`config.mk`:
```
export PLATFORM = sky130hd
export DESIGN_NAME = embt_seq
export DESIGN_NICKNAME = d
export VERILOG_FILES = /design/src/embt_pkg.sv /design/src/embt_seq.sv
export SDC_FILE = /design/constraint.sdc
export NUM_CORES = 1
export LEC_CHECK = 0
export BUFFER_PORTS_ARGS = -buffer_cell sky130_fd_sc_hd__buf_4
export CAP_MARGIN = 20
export CORE_MARGIN = 3
export CORE_UTILIZATION = 30
export CTS_CLUSTER_SIZE = 8
export DETAILED_ROUTE_END_ITERATION = 7
export PLACE_DENSITY = 0.51
export SETUP_SLACK_MARGIN = 0.3
export SYNTH_ARGS = -nofsm -noshare
export SYNTH_HDL_FRONTEND = slang
export SYNTH_SLANG_ARGS = --single-unit
```
`constraint.sdc`:
```
create_clock -name clk -period 7.6 [get_ports clk]
set_input_delay 0.76 -clock clk [delete_from_list [all_inputs] [get_ports clk]]
set_output_delay 0.76 -clock clk [all_outputs]
set_load 0.02 [all_outputs]
```
`src/embt_pkg.sv`:
```
// constants, types and register map of the external memory bus sequencer
package embt_pkg;

	// ==========================================================
	// widths
	localparam int ADDR_W = 24;
	localparam int DATA_W = 32;
	localparam int XD_W = 16;
	localparam int NBLK = 4;
	localparam int BLK_W = 2;
	localparam int CNT_W = 4;
	localparam int PADDR_W = 8;

	// ==========================================================
	// register offsets (byte addresses)
	localparam logic [PADDR_W-1:0] OFF_CTRL = 8'h00;
	localparam logic [PADDR_W-1:0] OFF_STAT = 8'h04;
	localparam logic [PADDR_W-1:0] OFF_BLK0 = 8'h10;
	localparam logic [PADDR_W-1:0] OFF_STEP = 8'h04;

	// control register fields (system_control_reg_three and port3_function_reg bits)
	localparam int CTRL_ASW = 0;
	localparam int CTRL_BE = 1;
	localparam int CTRL_STALLFN = 2;
	localparam int CTRL_MUX = 3;
	localparam logic [3:0] CTRL_RST = 4'h1;

	// block_wait_cfg and recovery fields of each block_pair_cs_config word
	localparam int BLK_AW_LSB = 0;
	localparam int BLK_XW = 3;
	localparam int BLK_W16 = 4;
	localparam int BLK_RRC_LSB = 5;
	localparam int BLK_WRC_LSB = 7;
	localparam int BLK_CSR = 9;
	localparam int BLK_CFG_W = 10;
	localparam logic [BLK_CFG_W-1:0] BLK_RST = 10'h000;

	// ==========================================================
	// timing in system clocks
	localparam logic [CNT_W-1:0] BUS_MIN_CLK = 4'h3;
	localparam logic [CNT_W-1:0] XWAIT_MIN = 4'h2;
	localparam logic [CNT_W-1:0] XWAIT_STEP = 4'h2;
	localparam logic [CNT_W-1:0] ASW_LONG = 4'h2;
	localparam logic [CNT_W-1:0] ASW_SHORT = 4'h1;
	localparam logic [1:0] RCV_MAX = 2'h2;

	// access sizes
	localparam logic [1:0] SZ_BYTE = 2'h0;
	localparam logic [1:0] SZ_HALF = 2'h1;
	localparam logic [1:0] SZ_WORD = 2'h2;

	typedef enum logic [2:0] {
		ST_IDLE = 3'b000,
		ST_ADDR = 3'b001,
		ST_STRB = 3'b010,
		ST_RECOV = 3'b011
	} embt_state_t;

	typedef struct packed {
		logic internal;
		logic write;
		logic [1:0] size;
		logic [BLK_W-1:0] blk;
		logic [ADDR_W-1:0] addr;
		logic [DATA_W-1:0] wdata;
	} embt_req_t;

	typedef struct packed {
		logic csr;
		logic [1:0] wrc;
		logic [1:0] rrc;
		logic w16;
		logic xw;
		logic [2:0] aw;
	} embt_blk_cfg_t;

endpackage : embt_pkg

```
`src/embt_seq.sv`:
```
// external memory bus cycle sequencer with apb configuration registers
//
// The implementer's own choices: the APB interface to the registers and the placing of the registers.
`timescale 1ns/1ps
module embt_seq
	import embt_pkg::*;
(
	input wire logic clk,
	input wire logic rst,
	input wire logic psel,
	input wire logic penable,
	input wire logic pwrite,
	input wire logic [embt_pkg::PADDR_W-1:0] paddr,
	input wire logic [embt_pkg::DATA_W-1:0] pwdata,
	output logic [embt_pkg::DATA_W-1:0] prdata,
	output logic pready,
	output logic pslverr,
	input wire logic req_valid,
	input wire embt_pkg::embt_req_t req,
	output logic req_done,
	output logic [embt_pkg::DATA_W-1:0] req_rdata,
	input wire logic bus_mode_strap,
	input wire logic stall_pin,
	output logic [embt_pkg::ADDR_W-1:0] addr_out,
	output logic [embt_pkg::XD_W-1:0] data_out,
	output logic data_oe,
	input wire logic [embt_pkg::XD_W-1:0] data_in,
	output logic rd_n,
	output logic wr_n,
	output logic ale
);
	import embt_pkg::*;

	// ==========================================================
	// lane steering
	function automatic logic [XD_W-1:0] lane_out(logic [DATA_W-1:0] v, logic [1:0] sz,
		logic [1:0] beat, logic w16, logic be, logic a0);
		logic [1:0] last;
		logic [1:0] bidx;
		logic [XD_W-1:0] r;
		last = 2'((3'h1 << sz) - 3'h1);
		bidx = be ? 2'(last - beat) : beat;
		r = '0;
		if (w16)
		begin
			if (sz == SZ_WORD)
				r = (be ^ beat[0]) ? v[31:16] : v[15:0];
			else if (sz == SZ_HALF)
				r = v[15:0];
			else
				r = {v[7:0], v[7:0]};
		end
		else
			r = {8'h00, v[8*bidx +: 8]};
		return r;
	endfunction : lane_out

	function automatic logic [DATA_W-1:0] lane_in(logic [DATA_W-1:0] acc, logic [XD_W-1:0] d,
		logic [1:0] sz, logic [1:0] beat, logic w16, logic be, logic a0);
		logic [1:0] last;
		logic [1:0] bidx;
		logic [DATA_W-1:0] r;
		last = 2'((3'h1 << sz) - 3'h1);
		bidx = be ? 2'(last - beat) : beat;
		r = acc;
		if (w16)
		begin
			if (sz == SZ_WORD)
				r[16*(be ^ beat[0]) +: 16] = d;
			else if (sz == SZ_HALF)
				r[15:0] = d;
			else
				r[7:0] = (be ^ a0) ? d[15:8] : d[7:0];
		end
		else
			r[8*bidx +: 8] = d[7:0];
		return r;
	endfunction : lane_in

	// ==========================================================
	// configuration registers
	logic asw_sel_reg;
	logic big_end_reg;
	logic stall_fn_reg;
	logic mux_mode_reg;
	logic strap_taken_reg;
	embt_blk_cfg_t blk_cfg_reg [NBLK];
	logic apb_wr;
	logic apb_rd;
	logic [NBLK-1:0] blk_hit;
	logic [DATA_W-1:0] rd_val;
	logic rd_ok;
	embt_state_t state_reg;

	assign apb_wr = psel && penable && pready && pwrite;
	assign apb_rd = psel && penable && !pready;

	always_ff @(posedge clk or posedge rst)
	begin
		if (rst)
		begin
			asw_sel_reg <= CTRL_RST[CTRL_ASW];
			big_end_reg <= CTRL_RST[CTRL_BE];
			stall_fn_reg <= CTRL_RST[CTRL_STALLFN];
		end
		else if (apb_wr && paddr == OFF_CTRL)
		begin
			asw_sel_reg <= pwdata[CTRL_ASW];
			big_end_reg <= pwdata[CTRL_BE];
			stall_fn_reg <= pwdata[CTRL_STALLFN];
		end
	end

	// mode strap caught after reset release
	always_ff @(posedge clk or posedge rst)
	begin
		if (rst)
		begin
			strap_taken_reg <= 1'b0;
			mux_mode_reg <= CTRL_RST[CTRL_MUX];
		end
		else if (!strap_taken_reg)
		begin
			strap_taken_reg <= 1'b1;
			mux_mode_reg <= bus_mode_strap;
		end
	end

	genvar gi;
	generate
		for (gi = 0; gi < NBLK; gi++)
		begin : g_blk
			assign blk_hit[gi] = (paddr == PADDR_W'(OFF_BLK0 + OFF_STEP * gi));
			// wait count and enable per block
			always_ff @(posedge clk or posedge rst)
			begin
				if (rst)
					blk_cfg_reg[gi] <= BLK_RST;
				else if (apb_wr && blk_hit[gi])
					blk_cfg_reg[gi] <= pwdata[BLK_CFG_W-1:0];
			end
		end
	endgenerate

	always_comb
	begin
		rd_val = '0;
		rd_ok = 1'b1;
		if (paddr == OFF_CTRL)
		begin
			rd_val[CTRL_ASW] = asw_sel_reg;
			rd_val[CTRL_BE] = big_end_reg;
			rd_val[CTRL_STALLFN] = stall_fn_reg;
			rd_val[CTRL_MUX] = mux_mode_reg;
		end
		else if (paddr == OFF_STAT)
			rd_val[2:0] = state_reg;
		else if (|blk_hit)
		begin
			for (int i = 0; i < NBLK; i++)
				if (blk_hit[i])
					rd_val[BLK_CFG_W-1:0] = blk_cfg_reg[i];
		end
		else
			rd_ok = 1'b0;
	end

	always_ff @(posedge clk or posedge rst)
	begin
		if (rst)
		begin
			pready <= 1'b0;
			pslverr <= 1'b0;
			prdata <= '0;
		end
		else
		begin
			pready <= psel && penable && !pready;
			if (apb_rd)
			begin
				pslverr <= !rd_ok;
				prdata <= pwrite ? '0 : rd_val;
			end
		end
	end

	// ==========================================================
	// bus cycle sequencer
	embt_req_t cur_reg;
	embt_blk_cfg_t cfg;
	logic [CNT_W-1:0] cnt_reg;
	logic [1:0] beat_reg;
	logic [1:0] last_beat;
	logic [DATA_W-1:0] acc_reg;
	logic [DATA_W-1:0] acc_next;
	logic stall_req;
	logic [CNT_W-1:0] asw_clk;
	logic [CNT_W-1:0] aw_eff;
	logic [CNT_W-1:0] strb_len;
	logic [CNT_W-1:0] rec_len;
	logic [1:0] rcv;
	logic [ADDR_W-1:0] beat_addr;
	logic [ADDR_W-1:0] next_addr;
	logic [XD_W-1:0] beat_data;
	logic strb_end;

	// ready level inverted into stall request
	assign stall_req = stall_fn_reg ? !stall_pin : stall_pin;
	assign cfg = blk_cfg_reg[cur_reg.blk];
	assign asw_clk = asw_sel_reg ? ASW_LONG : ASW_SHORT;
	assign aw_eff = (cfg.xw && CNT_W'(cfg.aw) < XWAIT_MIN) ? XWAIT_MIN : CNT_W'(cfg.aw);
	// strobe part fills the three-clock minimum
	assign strb_len = BUS_MIN_CLK - asw_clk + aw_eff;
	assign rcv = cur_reg.write ? cfg.wrc : cfg.rrc;
	assign rec_len = CNT_W'((rcv > RCV_MAX) ? RCV_MAX : rcv) + CNT_W'(cfg.csr);
	assign last_beat = cfg.w16 ? ((cur_reg.size == SZ_WORD) ? 2'h1 : 2'h0)
		: 2'((3'h1 << cur_reg.size) - 3'h1);
	assign beat_addr = cfg.w16 ? cur_reg.addr + ADDR_W'({beat_reg, 1'b0})
		: cur_reg.addr + ADDR_W'(beat_reg);
	assign next_addr = cfg.w16 ? cur_reg.addr + ADDR_W'({beat_reg + 2'h1, 1'b0})
		: cur_reg.addr + ADDR_W'(beat_reg + 2'h1);
	assign beat_data = lane_out(cur_reg.wdata, cur_reg.size, beat_reg, cfg.w16,
		big_end_reg, cur_reg.addr[0]);
	assign acc_next = lane_in(acc_reg, data_in, cur_reg.size, beat_reg, cfg.w16,
		big_end_reg, cur_reg.addr[0]);
	assign strb_end = state_reg == ST_STRB && cnt_reg == '0 && !(cfg.xw && stall_req);

	always_ff @(posedge clk or posedge rst)
	begin
		if (rst)
		begin
			state_reg <= ST_IDLE;
			cur_reg <= '0;
			cnt_reg <= '0;
			beat_reg <= '0;
			acc_reg <= '0;
			req_done <= 1'b0;
			req_rdata <= '0;
			addr_out <= '0;
			data_out <= '0;
			data_oe <= 1'b0;
			rd_n <= 1'b1;
			wr_n <= 1'b1;
			ale <= 1'b0;
		end
		else
		begin
			req_done <= 1'b0;
			case (state_reg)
				ST_IDLE:
				begin
					if (req_valid && !req_done && strap_taken_reg)
					begin
						// no latch pulse for internal access
						if (req.internal)
						begin
							req_done <= 1'b1;
							req_rdata <= '0;
						end
						else
						begin
							cur_reg <= req;
							beat_reg <= '0;
							acc_reg <= '0;
							addr_out <= req.addr;
							cnt_reg <= asw_clk - 1'b1;
							state_reg <= ST_ADDR;
							// latch strobe only in multiplexed mode
							ale <= mux_mode_reg;
							data_oe <= mux_mode_reg || req.write;
							data_out <= mux_mode_reg ? req.addr[XD_W-1:0] : '0;
						end
					end
				end
				ST_ADDR:
				begin
					// strobe after two clocks when select set
					// strobe after one clock when select clear
					if (cnt_reg == '0)
					begin
						ale <= 1'b0;
						rd_n <= cur_reg.write;
						wr_n <= !cur_reg.write;
						data_oe <= cur_reg.write;
						data_out <= cur_reg.write ? beat_data : '0;
						cnt_reg <= strb_len - 1'b1;
						state_reg <= ST_STRB;
					end
					else
					begin
						cnt_reg <= cnt_reg - 1'b1;
						if (!mux_mode_reg && cur_reg.write)
							data_out <= beat_data;
					end
				end
				ST_STRB:
				begin
					if (cnt_reg != '0)
						cnt_reg <= cnt_reg - 1'b1;
					// external stall adds two clocks per sample
					else if (cfg.xw && stall_req)
						cnt_reg <= XWAIT_STEP - 1'b1;
					else
					begin
						rd_n <= 1'b1;
						wr_n <= 1'b1;
						data_oe <= 1'b0;
						acc_reg <= cur_reg.write ? acc_reg : acc_next;
						if (rec_len != '0)
						begin
							cnt_reg <= rec_len - 1'b1;
							state_reg <= ST_RECOV;
						end
						else if (beat_reg != last_beat)
						begin
							beat_reg <= beat_reg + 2'h1;
							addr_out <= next_addr;
							cnt_reg <= asw_clk - 1'b1;
							ale <= mux_mode_reg;
							data_oe <= mux_mode_reg;
							data_out <= mux_mode_reg ? next_addr[XD_W-1:0] : '0;
							state_reg <= ST_ADDR;
						end
						else
						begin
							req_done <= 1'b1;
							req_rdata <= cur_reg.write ? '0 : acc_next;
							state_reg <= ST_IDLE;
						end
					end
				end
				ST_RECOV:
				begin
					if (cnt_reg != '0)
						cnt_reg <= cnt_reg - 1'b1;
					else if (beat_reg != last_beat)
					begin
						beat_reg <= beat_reg + 2'h1;
						addr_out <= next_addr;
						cnt_reg <= asw_clk - 1'b1;
						ale <= mux_mode_reg;
						data_oe <= mux_mode_reg || cur_reg.write;
						data_out <= mux_mode_reg ? next_addr[XD_W-1:0] : '0;
						state_reg <= ST_ADDR;
					end
					else
					begin
						req_done <= 1'b1;
						req_rdata <= acc_reg;
						state_reg <= ST_IDLE;
					end
				end
				default:
					state_reg <= ST_IDLE;
			endcase
		end
	end

	// ==========================================================
	// checks
	logic strobe_on;
	logic [CNT_W+1:0] cyc_len_reg;
	logic [CNT_W+1:0] strb_cnt_reg;
	assign strobe_on = !rd_n || !wr_n;

	always_ff @(posedge clk or posedge rst)
	begin
		if (rst)
		begin
			cyc_len_reg <= '0;
			strb_cnt_reg <= '0;
		end
		else
		begin
			cyc_len_reg <= (state_reg == ST_ADDR || state_reg == ST_STRB) ? cyc_len_reg + 1'b1 : '0;
			strb_cnt_reg <= strobe_on ? strb_cnt_reg + 1'b1 : '0;
		end
	end
endmodule : embt_seq

```
Word level (Yosys, flattened, before mapping)
Index checks and enable logic that the tools add are counted.
Widths: inputs -> output; s select.
{"block": "totals", "ff_bits": 258, "latch_bits": 0, "mem_bits_rw": 0, "romBits": 0, "output_inout_bits": 111, "elab_cells": 276, "n_memories": 0}
{"block": "op_classes", "add_sub_neg": 15, "multipliers": 0, "div": 0, "magnitude_cmp": 3, "eq_ne": 24, "shift": 6, "mux": 132, "bitwise_logic": 5, "n_reduce_logical": 42}
{"cell": "$mux 32", "n": 15}
{"cell": "$mux 16", "n": 18}
{"cell": "$mux 24", "n": 8}
{"cell": "$pmux 32 s3", "n": 1}
{"cell": "$mux 10", "n": 8}
{"cell": "$pmux 24 s3", "n": 1}
{"cell": "$neg 5->34", "n": 2}
{"cell": "$bwmux 32", "n": 2}
{"cell": "$pmux 16 s4", "n": 1}
{"cell": "$pmux 32 s2", "n": 1}
{"cell": "$add 24x3->24", "n": 2}
{"cell": "$mux 4", "n": 9}
{"cell": "$shift 16x34->32 const A", "n": 1}
{"cell": "$shift 8x34->32 const A", "n": 1}
{"cell": "$shiftx 16x34->32", "n": 1}
{"cell": "$shiftx 8x34->32", "n": 1}
{"cell": "$mux 1", "n": 33}
{"cell": "$eq 8x5->1 const B", "n": 4}
{"cell": "$shiftx 32x6->8", "n": 1}
{"cell": "$mux 2", "n": 13}
{"cell": "$mux 3", "n": 8}
{"cell": "$mux 8", "n": 3}
{"cell": "$ne 2x2->1 const B", "n": 12}
{"cell": "$reduce_and 8->1", "n": 3}
{"cell": "other kinds (48)", "n": 78}

Depth between registers and ports, before layout
{"block": "depth", "word_depth": 14, "depth_mapped": 18, "mapped_depth_nobuf": 15}

Least setup slack after synthesis
OpenSTA, ideal clock, no wires.
{"block": "synth_timing", "path_type": "register -> register", "from": "register cur_reg[56] in the netlist's numbering", "to": "register data_out[0] in the netlist's numbering", "setup_time_ps": 125, "arrival_ps": 3790, "setup_slack_ps": 3685, "path_stages_with_launch": 18, "synth_period_minus_slack_ps": 3915, "path_cell_list": "dfrtp_1 -> buf_2 -> mux4_2 -> mux2_2 -> nor2_1 -> ha_1 -> inv_1 -> ha_1 -> inv_1 -> ha_1 -> ha_1 -> nor2b_1 -> a21oi_1 -> o211ai_1 -> a211oi_4 -> nor2_2 -> buf_6 -> mux2_4"}
{"block": "synth_via", "elab_chain_len": 11}
{"item": "start: declaration", "line_no": "embt_seq.sv:189", "text": "embt_req_t cur_reg;"}
{"item": "start signal: assignment", "line_no": "embt_seq.sv:262", "text": "cur_reg <= req;"}
{"item": "$not 2->3 (not written as such) *", "line_no": "embt_seq.sv:209", "text": "assign cfg = blk_cfg_reg[cur_reg.blk];"}
{"item": "$bmux 10 s2 *", "line_no": "embt_seq.sv:209"}
{"item": "$mux 10 (not written as such) * (2 in a row)", "line_no": "embt_seq.sv:209"}
{"item": "$mux 2, or another cell as far along", "line_no": "embt_seq.sv:214", "text": "assign rcv = cur_reg.write ? cfg.wrc : cfg.rrc;"}
{"item": "$gt 2x2->1, or another cell as far along", "line_no": "embt_seq.sv:215", "text": "assign rec_len = CNT_W'((rcv > RCV_MAX) ? RCV_MAX : rcv) + CNT_W'(cfg.csr);"}
{"item": "$mux 2 or $mux 16 (tied branches)", "line_no": "embt_seq.sv:215, embt_seq.sv:314, embt_seq.sv:336"}
{"item": "$add 2x1->3 or $mux 16 (tied branches)", "line_no": "embt_seq.sv:215, embt_seq.sv:309"}
{"item": "$reduce_bool 4->1 or $mux 16 (tied branches)", "line_no": "embt_seq.sv:309, embt_seq.sv:301"}
{"item": "$ne 2x2->1 (no source line) or $mux 16 (tied branches)"}
{"item": "$reduce_and 8->1 (no source line) or $pmux 16 s4 (tied branches)"}
{"item": "end signal: assignment", "line_no": "embt_seq.sv:293", "text": "data_out <= beat_data;"}
{"item": "end signal: assignment", "line_no": "embt_seq.sv:321", "text": "data_out <= mux_mode_reg ? next_addr[XD_W-1:0] : '0;"}
{"item": "end signal: assignment", "line_no": "embt_seq.sv:343", "text": "data_out <= mux_mode_reg ? next_addr[XD_W-1:0] : '0;"}
{"item": "end: declaration", "line_no": "embt_seq.sv:25", "text": "output logic [embt_pkg::XD_W-1:0] data_out,"}
Mark *: on every way between the ends. The rest lies on a longest branch, timed or not. The select of a mux whose other input is x is not followed.
A chain may end at the register's enable or synchronous reset.

Final worst setup path
{"block": "layout_timing", "from": "register cur_reg[57] in the netlist's numbering", "to": "register data_out[12] in the netlist's numbering"}
Same word-level chain as after synthesis.

==> flow_results.org <==
** Critical path
- Start point of the critical path :: cur_reg[57]$_DFFE_PP0P_
- STA classifies the critical path endpoint as a flop.
- Maximum cell stage delay along the critical path :: 0.84 ns
- Cell with the most instances on the worst path :: ha_1
- Data on the critical path is required at its endpoint by 8.01 ns.
- Largest driver fanout on the critical path :: 16
- The worst register-to-register path has a setup slack of 2.91 ns.
- End of the worst register-to-register path :: data_out[12]$_DFFE_PP0P_
- Crit path arrival time :: 5.10 ns
- CP cell instances :: mux4_2 -> mux2_2 -> nor2_1 -> ha_1 -> inv_1 -> ha_1 -> inv_1 -> ha_1 -> ha_1 -> nor2b_1 -> a21oi_1 -> o211ai_1 -> nor3b_2 -> nor2_2 -> mux2_2
- Crit path launch type :: flop
- Critical path type :: flop to flop
- Critical Path End :: data_out[12]$_DFFE_PP0P_
- Measured in cells, the most critical reg-to-reg path has a length of 15.
- Reg-to-reg startpoint :: cur_reg[57]$_DFFE_PP0P_
- The slowest stage of the critical path belongs to the cell nor2_2.

** CTS
- The tree is rooted in a clkbuf_16.
- In this run, post-CTS hold repair placed 0 buffers.
- Clock Latency Late Sink :: 0.53 ns
- In this run the post-CTS setup repair buffer count came out at 0.
- After clock tree synthesis, the repair step resized 0 gates.
- H-Tree Depth :: 2
- TritonCTS built the clock tree.
- Clock-pin slew of the registers on the worst-case setup and hold paths :: 0.05 ns
- The clock drives 235 sinks.
- Number of buffers inserted during clock tree synthesis :: 36
- Maximum number of buffers from clock root to sink :: 3

** Power and ir drop
- For this design the ratio of total power to cell area is 390 nW/µm².
- Clock share of power :: 23.1%
- Max rail drop VDD :: 0.000162 V
- Registers are responsible for 30.9% of the overall power.
- In this run the power spent charging and discharging nets is 0.00267 W.
- In this run switching power makes up 42.3% of total power.
- Cell internal power was estimated by the tool at 0.00365 W.
- LEAKAGE :: 7.31 nW
- Of the total power, combinational logic draws 46.0%.

** Synth
- Post-Synth XOR/XNOR Area :: 1.65%
- For this run, asynchronously set or reset flops after synthesis account for 100%.
- A synthesized cell averages 10.3 µm².
- Leading post-synthesis cells by cell area :: dfrtp_1, mux2_2, nand2_1
- Number of enable-type register cells in the synthesized netlist :: 0
- After synthesis, the largest area contributor takes up 43.8% of total cell area.
- Most used flip-flop cell after synthesis :: dfrtp_1
- Of the total synthesized cell area, the portion taken by AND, OR, NAND and NOR gates is 11.2%.
- Number of distinct library cells after synthesis :: 78
- Post-synthesis instance area :: 13300 µm²
- Cell type contributing the most total cell area after synthesis :: dfrtp_1
- The synthesized netlist devotes 2.53% of its cell area to adder and majority cells.
- Combinational family with the most area after synthesis :: compound AO/OA/AOI/OAI gates
- Multiplexer area fraction after synthesis :: 15.8%
- Yosys printed 0 warnings.
- The synthesized netlist devotes 19.2% of its cell area to compound gates.
- Sequential area share after synthesis :: 44.4%
- Synth Register Bits :: 235
- In the synthesized netlist, the number of instances is 1290.

** Routing
- Using the TritonRoute via totals, the vias-per-cell ratio works out to 5.35.
- In this run, the number of DRC markers left after iteration 0 of detailed routing was 852.
- After detailed routing, the average wire length per cell comes to 21.0 µm.
- Number of nets with antenna violations after detailed routing :: 0
- For this block, the routed nets add up to 43.1 mm of wire.
- Summing over every cut layer, the via total after detailed routing is 11000.
- Before antenna repair, the detailed router went through 6 iterations.
- Final routed DRC violation total :: 0

** Global routing
- Global-route total usage across every layer :: 18.1%
- Via count of the first global-routing pass :: 10900
- The first global-routing pass estimated 66.6 mm of wire.
- Maximum number of pins on one net before global-route repair :: 128
- Residual overflow from global routing :: 0
- The initial antenna violation count was 1.

** STA
- At the pin with the least slew margin, the transition time is 1.13 ns.
- Final Worst Setup Slack :: 2.91 ns
- On the final layout, the worst hold slack is 0.330 ns.
- Dividing the final minimum period by the clock period gives 61.7%.
- The final max-slew violation count was 0.
- The number of endpoints with negative hold slack in the final report is 0.
- Setup repair after global routing left no endpoint under its margin.
- Slew Limit Headroom :: 24.3%
- Final period demand of the worst path :: 4.69 ns
- Clock tree skew after final layout :: 0.0194 ns
- Setup violations remaining at the end of the flow were counted as 0.
- Summed negative setup slack over all endpoints :: 0 ns
- Derived from the worst setup path, the maximum achievable clock frequency is 213 MHz.

** Final layout
- In the final design database the tool counted 1605 nets.
- Leaving out fill and tap cells, the most frequent cell in the layout is dfrtp_1.
- Count of fill cells added during filler insertion :: 4363
- Register cell area after layout :: 5880 µm²
- Most frequent cells in the layout :: dfrtp_1, buf_4, nand2_1
- In the final layout, the share of cells above drive strength 1 is 27.9%.
- Multi-input logic area :: 6800 µm²
- From synthesis to final layout, the design area changed by 22.2%.
- The register with the most flip-flops in the layout has 61 of them.

** Place
- Input/output buffers :: 192
- Post-Place Worst Slack :: 2.91 ns
- The congestion estimate from routability-driven global placement came to 0.811.
- After legalization and detailed placement, the total HPWL measured 30.4 mm.

** Flow run
- Max-Cap Viols :: 0

** Min path
- Worst hold path class :: input port to async pin

** Die
- Boundary pin count :: 237
- Area enclosed by the die boundary :: 46800 µm²
- The die is 216 µm tall.
- The total area inside the core boundary comes to 43400 µm².
- The die is 216 µm wide.
- Cell row count :: 76
- Initial Utilization :: 30.6%

** Run status
- Outcome :: finished, final reports clean
## cells in the mapped netlist, types with 6 or more instances
cell and instances:
a22o_1 20, buf_4 22, and2_1 6, nand4_1 6
a2111oi_0 9, ha_1 22, buf_2 10, dfrtp_1 232
and3_1 15, nor2b_1 6, o221ai_1 12, xor2_1 16
clkbuf_1 65, o21ai_0 94, o31ai_1 17, nand3_1 18
o22a_1 9, a221oi_1 12, or3_1 8, mux2_2 119
mux4_2 16, a211oi_1 9, nor2_1 50, a21oi_1 43
inv_1 46, a222oi_1 11, o211ai_1 8, xnor2_1 9
mux2i_1 34, a221o_1 8, a31oi_1 17, nand2b_1 22
o22ai_1 9, a22oi_1 32, nand2_1 136, nor3_1 19
a21o_1 18
## power groups by stage
stage	logic, W	clock network, W	registers [W]
after floorplan	0.00196	0	0.00196
after global placement	0.00287	0	0.00196
after detailed placement	0.00291	0	0.00197
after CTS	0.00292	0.00151	0.00196
after global routing	0.00318	0.00155	0.00201
final	0.00291	0.00146	0.00196
## logic make-up after synthesis
group                    Yosys count
buffers and inverters            152
multiplexers                     173
flip-flops                       235
AND/OR/NAND/NOR                  311
adder cells (fa/ha/maj)           25
AO/OA/AOI/OAI                    367
other                              2
XOR/XNOR                          25
## area by class of cell
| type | count | area share, % |
|---|---|---|
| diodes | 1 | 0.0154 |
| inverters | 48 | 1.16 |
| clock buffers | 47 | 6.13 |
| multi-input cells | 924 | 41.9 |
| flip-flops and latches | 235 | 36.3 |
| well taps | 585 | 4.52 |
| repair buffers | 209 | 9.88 |
| clock inverters | 1 | 0.0540 |
## per-layer routing
| metal | global-route usage, % | up-vias | part of all wire [%] |
|---|---|---|---|
| li1 | - | 5052 | - |
| met1 | 24.8 | 5496 | 45 |
| met2 | 28.5 | 361 | 46 |
| met3 | 4.78 | 54 | 7.2 |
| met4 | 4.84 | 0 | 1.9 |
| met5 | 0 | - | 0 |
## critical path: cells and delay by family, from the launching register on
kind	cells	cell delay, ns
buffers and inverters	2	0.09
flip-flops	1	0.74
multiplexers	3	1.14
adder cells (fa/ha/maj)	4	0.89
AO/OA/AOI/OAI	2	0.34
AND/OR/NAND/NOR	4	1.37
## worst min-delay path by stage
stage,start,to
after floorplan,acc_reg[14]$_DFFE_PP0P_,acc_reg[14]$_DFFE_PP0P_
after global placement,rd_n$_DFFE_PP1P_,rd_n$_DFFE_PP1P_
after detailed placement,rd_n$_DFFE_PP1P_,rd_n$_DFFE_PP1P_
after CTS,rst,cur_reg[28]$_DFFE_PP0P_
after global routing,rst,cur_reg[7]$_DFFE_PP0P_
final,rst,cur_reg[7]$_DFFE_PP0P_
## per-stage QoR
| stage | power [W] | util [%] | instances | cell area (µm²) |
|---|---|---|---|---|
| final | 0.00633 | 37.4 | 2050 | 16200 |
| after detailed placement | 0.00489 | 35.1 | 2001 | 15200 |
| after global placement | 0.00483 | 35.0 | 2000 | 15200 |
| after CTS | 0.00639 | 37.4 | 2049 | 16200 |
| after global routing | 0.00674 | 37.4 | 2050 | 16200 |
| after floorplan | 0.00392 | - | 1311 | 13300 |
(Power assumes the default switching activity.)
